## src/inc/ibt_defs.vh

```
`ifndef IBT_DEFS_VH
`define IBT_DEFS_VH

// Widths of the configuration inputs, the divider and the counters.
`define IBT_CODE_W 6
`define IBT_FSR_W 6
`define IBT_DIV_W 16
`define IBT_CNT_W 17

// Command operations presented on cmd_op_in.
`define IBT_OP_START 2'h0
`define IBT_OP_BIT 2'h1
`define IBT_OP_STOP 2'h2

// Divider code bit that selects the start hold limit.
`define IBT_CODE_HI_BIT 5
// Start hold time is the divider shifted right by this, then halved until below a limit.
`define IBT_HOLD_PRESCALE 4
`define IBT_HOLD_LIMIT_LO 16'h0010
`define IBT_HOLD_LIMIT_HI 16'h0009

// Least setup from qualified clock high to a stop, in system clocks.
`define IBT_STOP_SETUP_CLKS 17'h0_0004

// Reset values.
`define IBT_RST_CNT 17'h0_0000
`define IBT_RST_DIV 16'h0000

`endif

```

## src/core/ibt_bit_timing.v

```verilog
// Summary of operation
// - Every bit timing is a count of system clock cycles.
// - The 6-bit divider code maps to a decimal divider through a fixed table.
// - Codes 6h,7h,2Ah-2Dh give 768,896,960,1024,1280,1536.
// - As master, SCL stays low half the divider and high half the divider.
// - Start hold is divider/16 halved until below 16, or below 9 if bit 5 set.
// - A repeated start waits the full divider plus start hold first.
// - At least four clocks from qualified SCL high to a generated stop.
// - Inputs are delayed by twice the filter rate plus three clocks.
// - Filter latency adds on top of each timing that starts at a released SCL.
// - SCL and SDA are only pulled low, otherwise released to float high.
`timescale 1ns/1ps
`default_nettype none
`include "ibt_defs.vh"

module ibt_bit_timing #(
  parameter CODE_W = `IBT_CODE_W,
  parameter FSR_W = `IBT_FSR_W
) (
  input wire clock_in,
  input wire reset_in,
  input wire [CODE_W-1:0] divider_code_in,
  input wire [FSR_W-1:0] filter_sample_rate_in,
  input wire cmd_valid_in,
  input wire [1:0] cmd_op_in,
  input wire cmd_bit_in,
  output wire cmd_ready_out,
  output reg done_out,
  output reg rx_bit_out,
  output reg bus_owned_out,
  output reg [`IBT_DIV_W-1:0] decimal_divider_out,
  output wire scl_qual_out,
  output wire sda_qual_out,
  input wire scl_pin_in,
  input wire sda_pin_in,
  output wire scl_out,
  output reg scl_oe_n_out,
  output wire sda_out,
  output reg sda_oe_n_out
);

  localparam S_IDLE = 4'h0;
  localparam S_ST_HOLD = 4'h1;
  localparam S_BIT_LOW = 4'h2;
  localparam S_BIT_WAIT = 4'h3;
  localparam S_BIT_HIGH = 4'h4;
  localparam S_RS_LOW = 4'h5;
  localparam S_RS_WAIT = 4'h6;
  localparam S_RS_SETUP = 4'h7;
  localparam S_SP_LOW = 4'h8;
  localparam S_SP_WAIT = 4'h9;
  localparam S_SP_SETUP = 4'hA;

  ////////////////////////////////////////////////////////////////////////
  // Divider table, listed in code order.
  function [`IBT_DIV_W-1:0] decode_divider;
    input [5:0] code;
    begin
      case (code)
        6'h00: decode_divider = 16'd288;
        6'h01: decode_divider = 16'd320;
        6'h02: decode_divider = 16'd384;
        6'h03: decode_divider = 16'd448;
        6'h04: decode_divider = 16'd576;
        6'h05: decode_divider = 16'd640;
        6'h06: decode_divider = 16'd768;
        6'h07: decode_divider = 16'd896;
        6'h08: decode_divider = 16'd1152;
        6'h09: decode_divider = 16'd1280;
        6'h0A: decode_divider = 16'd1536;
        6'h0B: decode_divider = 16'd1792;
        6'h0C: decode_divider = 16'd2304;
        6'h0D: decode_divider = 16'd2560;
        6'h0E: decode_divider = 16'd3072;
        6'h0F: decode_divider = 16'd3584;
        6'h10: decode_divider = 16'd4608;
        6'h11: decode_divider = 16'd5120;
        6'h12: decode_divider = 16'd6144;
        6'h13: decode_divider = 16'd7168;
        6'h14: decode_divider = 16'd9216;
        6'h15: decode_divider = 16'd10240;
        6'h16: decode_divider = 16'd12288;
        6'h17: decode_divider = 16'd14336;
        6'h18: decode_divider = 16'd18432;
        6'h19: decode_divider = 16'd20480;
        6'h1A: decode_divider = 16'd24576;
        6'h1B: decode_divider = 16'd28672;
        6'h1C: decode_divider = 16'd36864;
        6'h1D: decode_divider = 16'd40960;
        6'h1E: decode_divider = 16'd49152;
        6'h1F: decode_divider = 16'd61440;
        6'h20: decode_divider = 16'd160;
        6'h21: decode_divider = 16'd192;
        6'h22: decode_divider = 16'd224;
        6'h23: decode_divider = 16'd256;
        6'h24: decode_divider = 16'd320;
        6'h25: decode_divider = 16'd384;
        6'h26: decode_divider = 16'd480;
        6'h27: decode_divider = 16'd512;
        6'h28: decode_divider = 16'd640;
        6'h29: decode_divider = 16'd768;
        6'h2A: decode_divider = 16'd960;
        6'h2B: decode_divider = 16'd1024;
        6'h2C: decode_divider = 16'd1280;
        6'h2D: decode_divider = 16'd1536;
        6'h2E: decode_divider = 16'd1920;
        6'h2F: decode_divider = 16'd2048;
        6'h30: decode_divider = 16'd2560;
        6'h31: decode_divider = 16'd3072;
        6'h32: decode_divider = 16'd3840;
        6'h33: decode_divider = 16'd4096;
        6'h34: decode_divider = 16'd5120;
        6'h35: decode_divider = 16'd6144;
        6'h36: decode_divider = 16'd7680;
        6'h37: decode_divider = 16'd8192;
        6'h38: decode_divider = 16'd10240;
        6'h39: decode_divider = 16'd12288;
        6'h3A: decode_divider = 16'd15360;
        6'h3B: decode_divider = 16'd16384;
        6'h3C: decode_divider = 16'd20480;
        6'h3D: decode_divider = 16'd24576;
        6'h3E: decode_divider = 16'd30720;
        6'h3F: decode_divider = 16'd32768;
        default: decode_divider = 16'd160;
      endcase
    end
  endfunction

  // The loop bound is the divider width, enough to bring any value below 9.
  function [`IBT_DIV_W-1:0] start_hold;
    input [`IBT_DIV_W-1:0] div;
    input hi;
    reg [`IBT_DIV_W-1:0] h;
    reg [`IBT_DIV_W-1:0] lim;
    integer i;
    begin
      h = div >> `IBT_HOLD_PRESCALE;
      lim = hi ? `IBT_HOLD_LIMIT_HI : `IBT_HOLD_LIMIT_LO;
      for (i = 0; i < `IBT_DIV_W; i = i + 1)
      begin
        if (h >= lim)
        begin
          h = h >> 1;
        end
      end
      start_hold = h;
    end
  endfunction

  ////////////////////////////////////////////////////////////////////////
  reg [3:0] state_reg;
  reg [`IBT_CNT_W-1:0] cnt_reg;
  reg [`IBT_DIV_W-1:0] hold_reg;
  reg bit_reg;
  wire [`IBT_CNT_W-1:0] half_cnt;
  wire [`IBT_CNT_W-1:0] rs_cnt;
  wire [`IBT_CNT_W-1:0] hold_cnt;
  wire [`IBT_CNT_W-1:0] sp_cnt;
  wire cnt_done;
  wire accept;
  wire [`IBT_CNT_W-1:0] wait_cnt;

  ibt_input_filter #(
    .FSR_W(FSR_W)
  ) u_filter (
    .clock_in(clock_in),
    .reset_in(reset_in),
    .filter_sample_rate_in(filter_sample_rate_in),
    .scl_pin_in(scl_pin_in),
    .sda_pin_in(sda_pin_in),
    .scl_qual_out(scl_qual_out),
    .sda_qual_out(sda_qual_out)
  );

  // Counters are loaded with length minus one and expire at zero.
  assign half_cnt = {2'b00, decimal_divider_out[`IBT_DIV_W-1:1]} - 17'h0_0001;
  assign hold_cnt = {1'b0, hold_reg} - 17'h0_0001;
  assign rs_cnt = {1'b0, decimal_divider_out} + {1'b0, hold_reg} - 17'h0_0001;
  // Stop setup is the longer of half a divider and the fixed least setup.
  assign sp_cnt = ((half_cnt + 17'h0_0001) > `IBT_STOP_SETUP_CLKS) ? half_cnt :
                  (`IBT_STOP_SETUP_CLKS - 17'h0_0001);
  // Each wait state is followed by its timed phase on the next state code.
  assign wait_cnt = (state_reg == S_RS_WAIT) ? rs_cnt :
                    (state_reg == S_SP_WAIT) ? sp_cnt : half_cnt;
  assign cnt_done = (cnt_reg == `IBT_RST_CNT);
  assign cmd_ready_out = (state_reg == S_IDLE);
  assign accept = cmd_valid_in && cmd_ready_out;
  // Only ever a low level is offered; the enables decide the pin.
  assign scl_out = 1'b0;
  assign sda_out = 1'b0;

  always @(posedge clock_in)
  begin
    if (reset_in)
    begin
      decimal_divider_out <= `IBT_RST_DIV;
      hold_reg <= `IBT_RST_DIV;
    end
    else
    begin
      decimal_divider_out <= decode_divider(divider_code_in);
      hold_reg <= start_hold(decode_divider(divider_code_in), divider_code_in[`IBT_CODE_HI_BIT]);
    end
  end

  ////////////////////////////////////////////////////////////////////////
  // Waits on the qualified clock let an outside device stretch the clock,
  // and make the filter latency part of every high period.
  always @(posedge clock_in)
  begin
    if (reset_in)
    begin
      state_reg <= S_IDLE;
      cnt_reg <= `IBT_RST_CNT;
      bit_reg <= 1'b1;
      done_out <= 1'b0;
      rx_bit_out <= 1'b0;
      bus_owned_out <= 1'b0;
      scl_oe_n_out <= 1'b1;
      sda_oe_n_out <= 1'b1;
    end
    else
    begin
      done_out <= 1'b0;
      if (!cnt_done)
      begin
        cnt_reg <= cnt_reg - 17'h0_0001;
      end
      case (state_reg)
        S_IDLE:
        begin
          if (accept)
          begin
            bit_reg <= cmd_bit_in;
            if (cmd_op_in == `IBT_OP_START && !bus_owned_out)
            begin
              sda_oe_n_out <= 1'b0;
              cnt_reg <= hold_cnt;
              state_reg <= S_ST_HOLD;
            end
            else if (cmd_op_in == `IBT_OP_START)
            begin
              scl_oe_n_out <= 1'b0;
              sda_oe_n_out <= 1'b1;
              cnt_reg <= half_cnt;
              state_reg <= S_RS_LOW;
            end
            else if (cmd_op_in == `IBT_OP_BIT)
            begin
              scl_oe_n_out <= 1'b0;
              sda_oe_n_out <= cmd_bit_in;
              cnt_reg <= half_cnt;
              state_reg <= S_BIT_LOW;
            end
            else if (cmd_op_in == `IBT_OP_STOP)
            begin
              scl_oe_n_out <= 1'b0;
              sda_oe_n_out <= 1'b0;
              cnt_reg <= half_cnt;
              state_reg <= S_SP_LOW;
            end
            else
            begin
              done_out <= 1'b1;
            end
          end
        end
        S_ST_HOLD:
        begin
          if (cnt_done)
          begin
            scl_oe_n_out <= 1'b0;
            bus_owned_out <= 1'b1;
            done_out <= 1'b1;
            state_reg <= S_IDLE;
          end
        end
        S_BIT_LOW, S_RS_LOW, S_SP_LOW:
        begin
          if (cnt_done)
          begin
            scl_oe_n_out <= 1'b1;
            state_reg <= state_reg + 4'h1;
          end
        end
        S_BIT_WAIT, S_RS_WAIT, S_SP_WAIT:
        begin
          if (scl_qual_out)
          begin
            cnt_reg <= wait_cnt;
            state_reg <= state_reg + 4'h1;
          end
        end
        S_BIT_HIGH:
        begin
          if (cnt_done)
          begin
            rx_bit_out <= sda_qual_out;
            scl_oe_n_out <= 1'b0;
            sda_oe_n_out <= bit_reg;
            done_out <= 1'b1;
            state_reg <= S_IDLE;
          end
        end
        S_RS_SETUP:
        begin
          if (cnt_done)
          begin
            sda_oe_n_out <= 1'b0;
            cnt_reg <= hold_cnt;
            state_reg <= S_ST_HOLD;
          end
        end
        S_SP_SETUP:
        begin
          if (cnt_done)
          begin
            sda_oe_n_out <= 1'b1;
            bus_owned_out <= 1'b0;
            done_out <= 1'b1;
            state_reg <= S_IDLE;
          end
        end
        default:
        begin
          state_reg <= S_IDLE;
        end
      endcase
    end
  end

endmodule
`default_nettype wire

```

## src/core/ibt_input_filter.v

```verilog
`timescale 1ns/1ps
`default_nettype none
`include "ibt_defs.vh"

module ibt_input_filter #(
  parameter FSR_W = `IBT_FSR_W
) (
  input wire clock_in,
  input wire reset_in,
  input wire [FSR_W-1:0] filter_sample_rate_in,
  input wire scl_pin_in,
  input wire sda_pin_in,
  output reg scl_qual_out,
  output reg sda_qual_out
);

  localparam DEPTH = 2 * (1 << FSR_W);

  reg [1:0] scl_sync_reg;
  reg [1:0] sda_sync_reg;
  reg [DEPTH-1:0] scl_line_reg;
  reg [DEPTH-1:0] sda_line_reg;
  wire [FSR_W:0] tap;
  wire [DEPTH:0] scl_taps;
  wire [DEPTH:0] sda_taps;

  ////////////////////////////////////////////////////////////////////////
  // Tap zero is the synchroniser output itself, so the qualified line trails
  // it by twice the rate plus one; the two synchroniser cycles come on top.
  assign tap = {filter_sample_rate_in, 1'b0};
  assign scl_taps = {scl_line_reg, scl_sync_reg[1]};
  assign sda_taps = {sda_line_reg, sda_sync_reg[1]};

  always @(posedge clock_in)
  begin
    if (reset_in)
    begin
      scl_sync_reg <= 2'h3;
      sda_sync_reg <= 2'h3;
      scl_line_reg <= {DEPTH{1'b1}};
      sda_line_reg <= {DEPTH{1'b1}};
      scl_qual_out <= 1'b1;
      sda_qual_out <= 1'b1;
    end
    else
    begin
      scl_sync_reg <= {scl_sync_reg[0], scl_pin_in};
      sda_sync_reg <= {sda_sync_reg[0], sda_pin_in};
      scl_line_reg <= {scl_line_reg[DEPTH-2:0], scl_sync_reg[1]};
      sda_line_reg <= {sda_line_reg[DEPTH-2:0], sda_sync_reg[1]};
      scl_qual_out <= scl_taps[tap];
      sda_qual_out <= sda_taps[tap];
    end
  end

endmodule
`default_nettype wire

```

## config.mk

```make
export PLATFORM = sky130hd
export DESIGN_NAME = ibt_bit_timing
export DESIGN_NICKNAME = d
export VERILOG_FILES = /design/src/core/ibt_bit_timing.v /design/src/core/ibt_input_filter.v
export VERILOG_INCLUDE_DIRS = /design/src /design/src/inc
export SDC_FILE = /design/constraint.sdc
export NUM_CORES = 1
export LEC_CHECK = 0
export BUFFER_PORTS_ARGS = -buffer_cell sky130_fd_sc_hd__buf_2
export CAP_MARGIN = 20
export CORE_MARGIN = 2
export CORE_UTILIZATION = 57
export CTS_CLUSTER_SIZE = 28
export DETAILED_ROUTE_END_ITERATION = 16
export PLACE_DENSITY = 0.77
export SLEW_MARGIN = 20
export SYNTH_ARGS = -nofsm -noshare
export SYNTH_HDL_FRONTEND = slang
export SYNTH_SLANG_ARGS = --single-unit
```

## constraint.sdc

```tcl
create_clock -name clock_in -period 24.7 [get_ports clock_in]
set_input_delay 1.235 -clock clock_in [delete_from_list [all_inputs] [get_ports clock_in]]
set_output_delay 1.235 -clock clock_in [all_outputs]
set_load 0.01 [all_outputs]
```

==> out/results.ini <==
[clock_network]
cts_hold_buf=0
clk_latency_ns=0.56
cts.clk_slew.worst_paths_ns=0.07
cts_root_buf=clkbuf_16
clockBufferDepth=3
cts_tree=done
numCtsBuffers=28
htreeDepth=1
numClockSinks=308

[worst_setup_path]
crit_path_max_fanout=9
cp-start-kind=primary input
slowest_stage=or4b_4
critical_path_class=primary input to flip-flop
required_ns=25.09
end_kind=flip-flop
cpMostUsedCell=ha_1
r2r-start=cnt_reg[7]$_SDFF_PP0_
cp_slowest_stage_delay_ns=0.56
cp_data_arrival_time_ns=24.17
worst-r2r-setup-slack_ns=20.64
crit_path_start=divider_code_in[1]

[min_path]
hold_path_class=flip-flop to flip-flop
hp-start=u_filter.scl_line_reg[50]$_SDFF_PP1_

[die]
core-area_sq_um=27000
initial_core_util=0.581
fp.dieH_um=170
die_area_sq_um=28900
ios=46
die_w_um=170
rows=60

[timing]
setup-violations-final=0
finClkSkew_ns=0.0311
tightestPinTransition_ns=0.956
fmax_ghz=0.0421
maxSlewHeadroom=0.361
period_share=0.963
slew_viol_final=0
fin_hold_ws_ns=0.401
hold_viol=0
fin_crit_ns=23.78

[synth]
synth_edf_count=0
yosysUniqueCellTypes=105
ys_seq_elements=308
yosysTopAreaCellShare=0.393
yosysMostFrequentCell=dfxtp_1
async_flop_share=0
yosysWarnings=0
syn_area_sq_um=15700
synth_commonest_cells=dfxtp_1, or2_2, nor2_1
synthCells=1639
yosys.area.top_type=dfxtp_1
ys_seq_area_frac=0.393
syn_area_per_cell_sq_um=9.58
synth_flop_cell=dfxtp_1
synthTopCellsByArea=dfxtp_1, or2_2, ha_1

[placed_design]
post-dp-hpwl_mm=23.4
io_buffers=38
gp_congestion=0.953
dpl.cell_count=1987

[global_route]
grt_pass1_wl_mm=56.5
track_usage=0.236
gr-usage-met3=0.0344
gr-usage-met2=0.401
gr-total-overflow=0
grt_max_degree=136
grt.busiest_layer=met2
use_met1=0.316
antenna_found_initial=1
grt_pass1_vias=11546

[drt]
drtIter0Drc=918
routed_via_density=5.79
post_drt_wl_per_cell_um=16.8
num_vias=12047
drt_wl_total_mm=35.0
antenna_left=0
drc=0
first_pass_iters=5

[power]
p_per_area_nw_per_um2=134
power_leakage_nw=7.14
worst_ir_drop_vdd_mv=0.0940
total_power_w=0.00242

[cells_and_area]
register_area_sq_um=6170
fillers=2073
final_util=0.669
multi_input_area_sq_um=9380
synthToLayoutAreaGrowth_pct=15.1
drive_gt1_frac=0.339
instances_no_fill=2079
final_nets=1831
diodes=0

[status]
status=complete, no violations

[flow_run]
drv_cap=0

through the flow:
step,TNS [ns],area [sq um],setup slack [ns]
6_report,0,18100,0.919
5_1_grt,-1.34,18100,-0.311
4_1_cts,0,17500,0.0304
3_5_place_dp,-5.81,16400,-1.23
3_3_place_gp,-0.391,16400,-0.108
2_1_floorplan,0,15900,0.0119
placed cells by master, fill, tap and decap left out, types with 28 or more instances in the layout:
cell type / netlist / routed
xnor2_1: 29 / 29
dfxtp_1: 308 / 308
mux4_2: 42 / 42
ha_1: 93 / 82
nand2_1: 83 / 82
clkbuf_16: 0 / 28
inv_1: 84 / 82
mux2i_1: 35 / 31
o21ai_0: 59 / 54
buf_4: 8 / 73
buf_2: 8 / 35
or2_2: 265 / 263
a21oi_1: 59 / 54
nor2_1: 118 / 115
final cells by class:
cell class | instances | area share
clock inverters | 11 | 0.00976
inverters | 85 | 0.0178
flip-flops and latches | 308 | 0.341
repair buffers | 114 | 0.0442
well taps | 341 | 0.0236
multi-input cells | 1180 | 0.519
clock buffers | 40 | 0.0446
layer usage:
| metal | vias to the layer above | share of wire |
|---|---|---|
| met3 | 80 | 0.050 |
| met5 | - | 0.00023 |
| met2 | 346 | 0.47 |
| met1 | 5766 | 0.45 |
| li1 | 5853 | - |
| met4 | 2 | 0.024 |
what timing repair did:
action / 4_1_cts / 5_1_grt
pin swaps: 11 / 47
setup buffers: 9 / 32
endpoints found under the setup margin: 5 / 5
gates resized for setup: 6 / 69
cell families (layout without fill, tap and decap cells):
family                     Yosys count  count (layout)  synth area share
xor gates and xnor gates            45              45            0.0251
and+or+nand+nor                    641             641             0.225
muxes                              101             101             0.101
other                                1              14          0.000239
AOI/OAI and AO/OA                  285             285             0.137
DFF                                308             308             0.393
adders and majority gates           94              94            0.0754
buffers and inverters              164             250            0.0432
report_power, final:
part	internal (W)	switching (W)	leakage, nW
Combinational	0.000675	0.000755	4.16
Sequential	0.000517	0.0000210	2.50
Clock	0.000261	0.000189	0.476
Total	0.00145	0.000966	7.14
critical path: cells and delay by family:
family | cells | cell delay (ns)
buf+inv | 7 | 0.59
fa+ha+maj | 17 | 4.40
simple gates | 34 | 5.85
mux | 17 | 4.19
compound gates | 39 | 7.87
final timing paths:
kind | endpoint | cells past startpoint
max reg2reg | state_reg[2]$_SDFFE_PP0P_ | 10
max | hold_reg[2]$_SDFF_PP0_ | 114
min reg2reg | u_filter.scl_line_reg[51]$_SDFF_PP1_ | 1
min | u_filter.scl_line_reg[51]$_SDFF_PP1_ | 1
(Power assumes the default switching activity.)
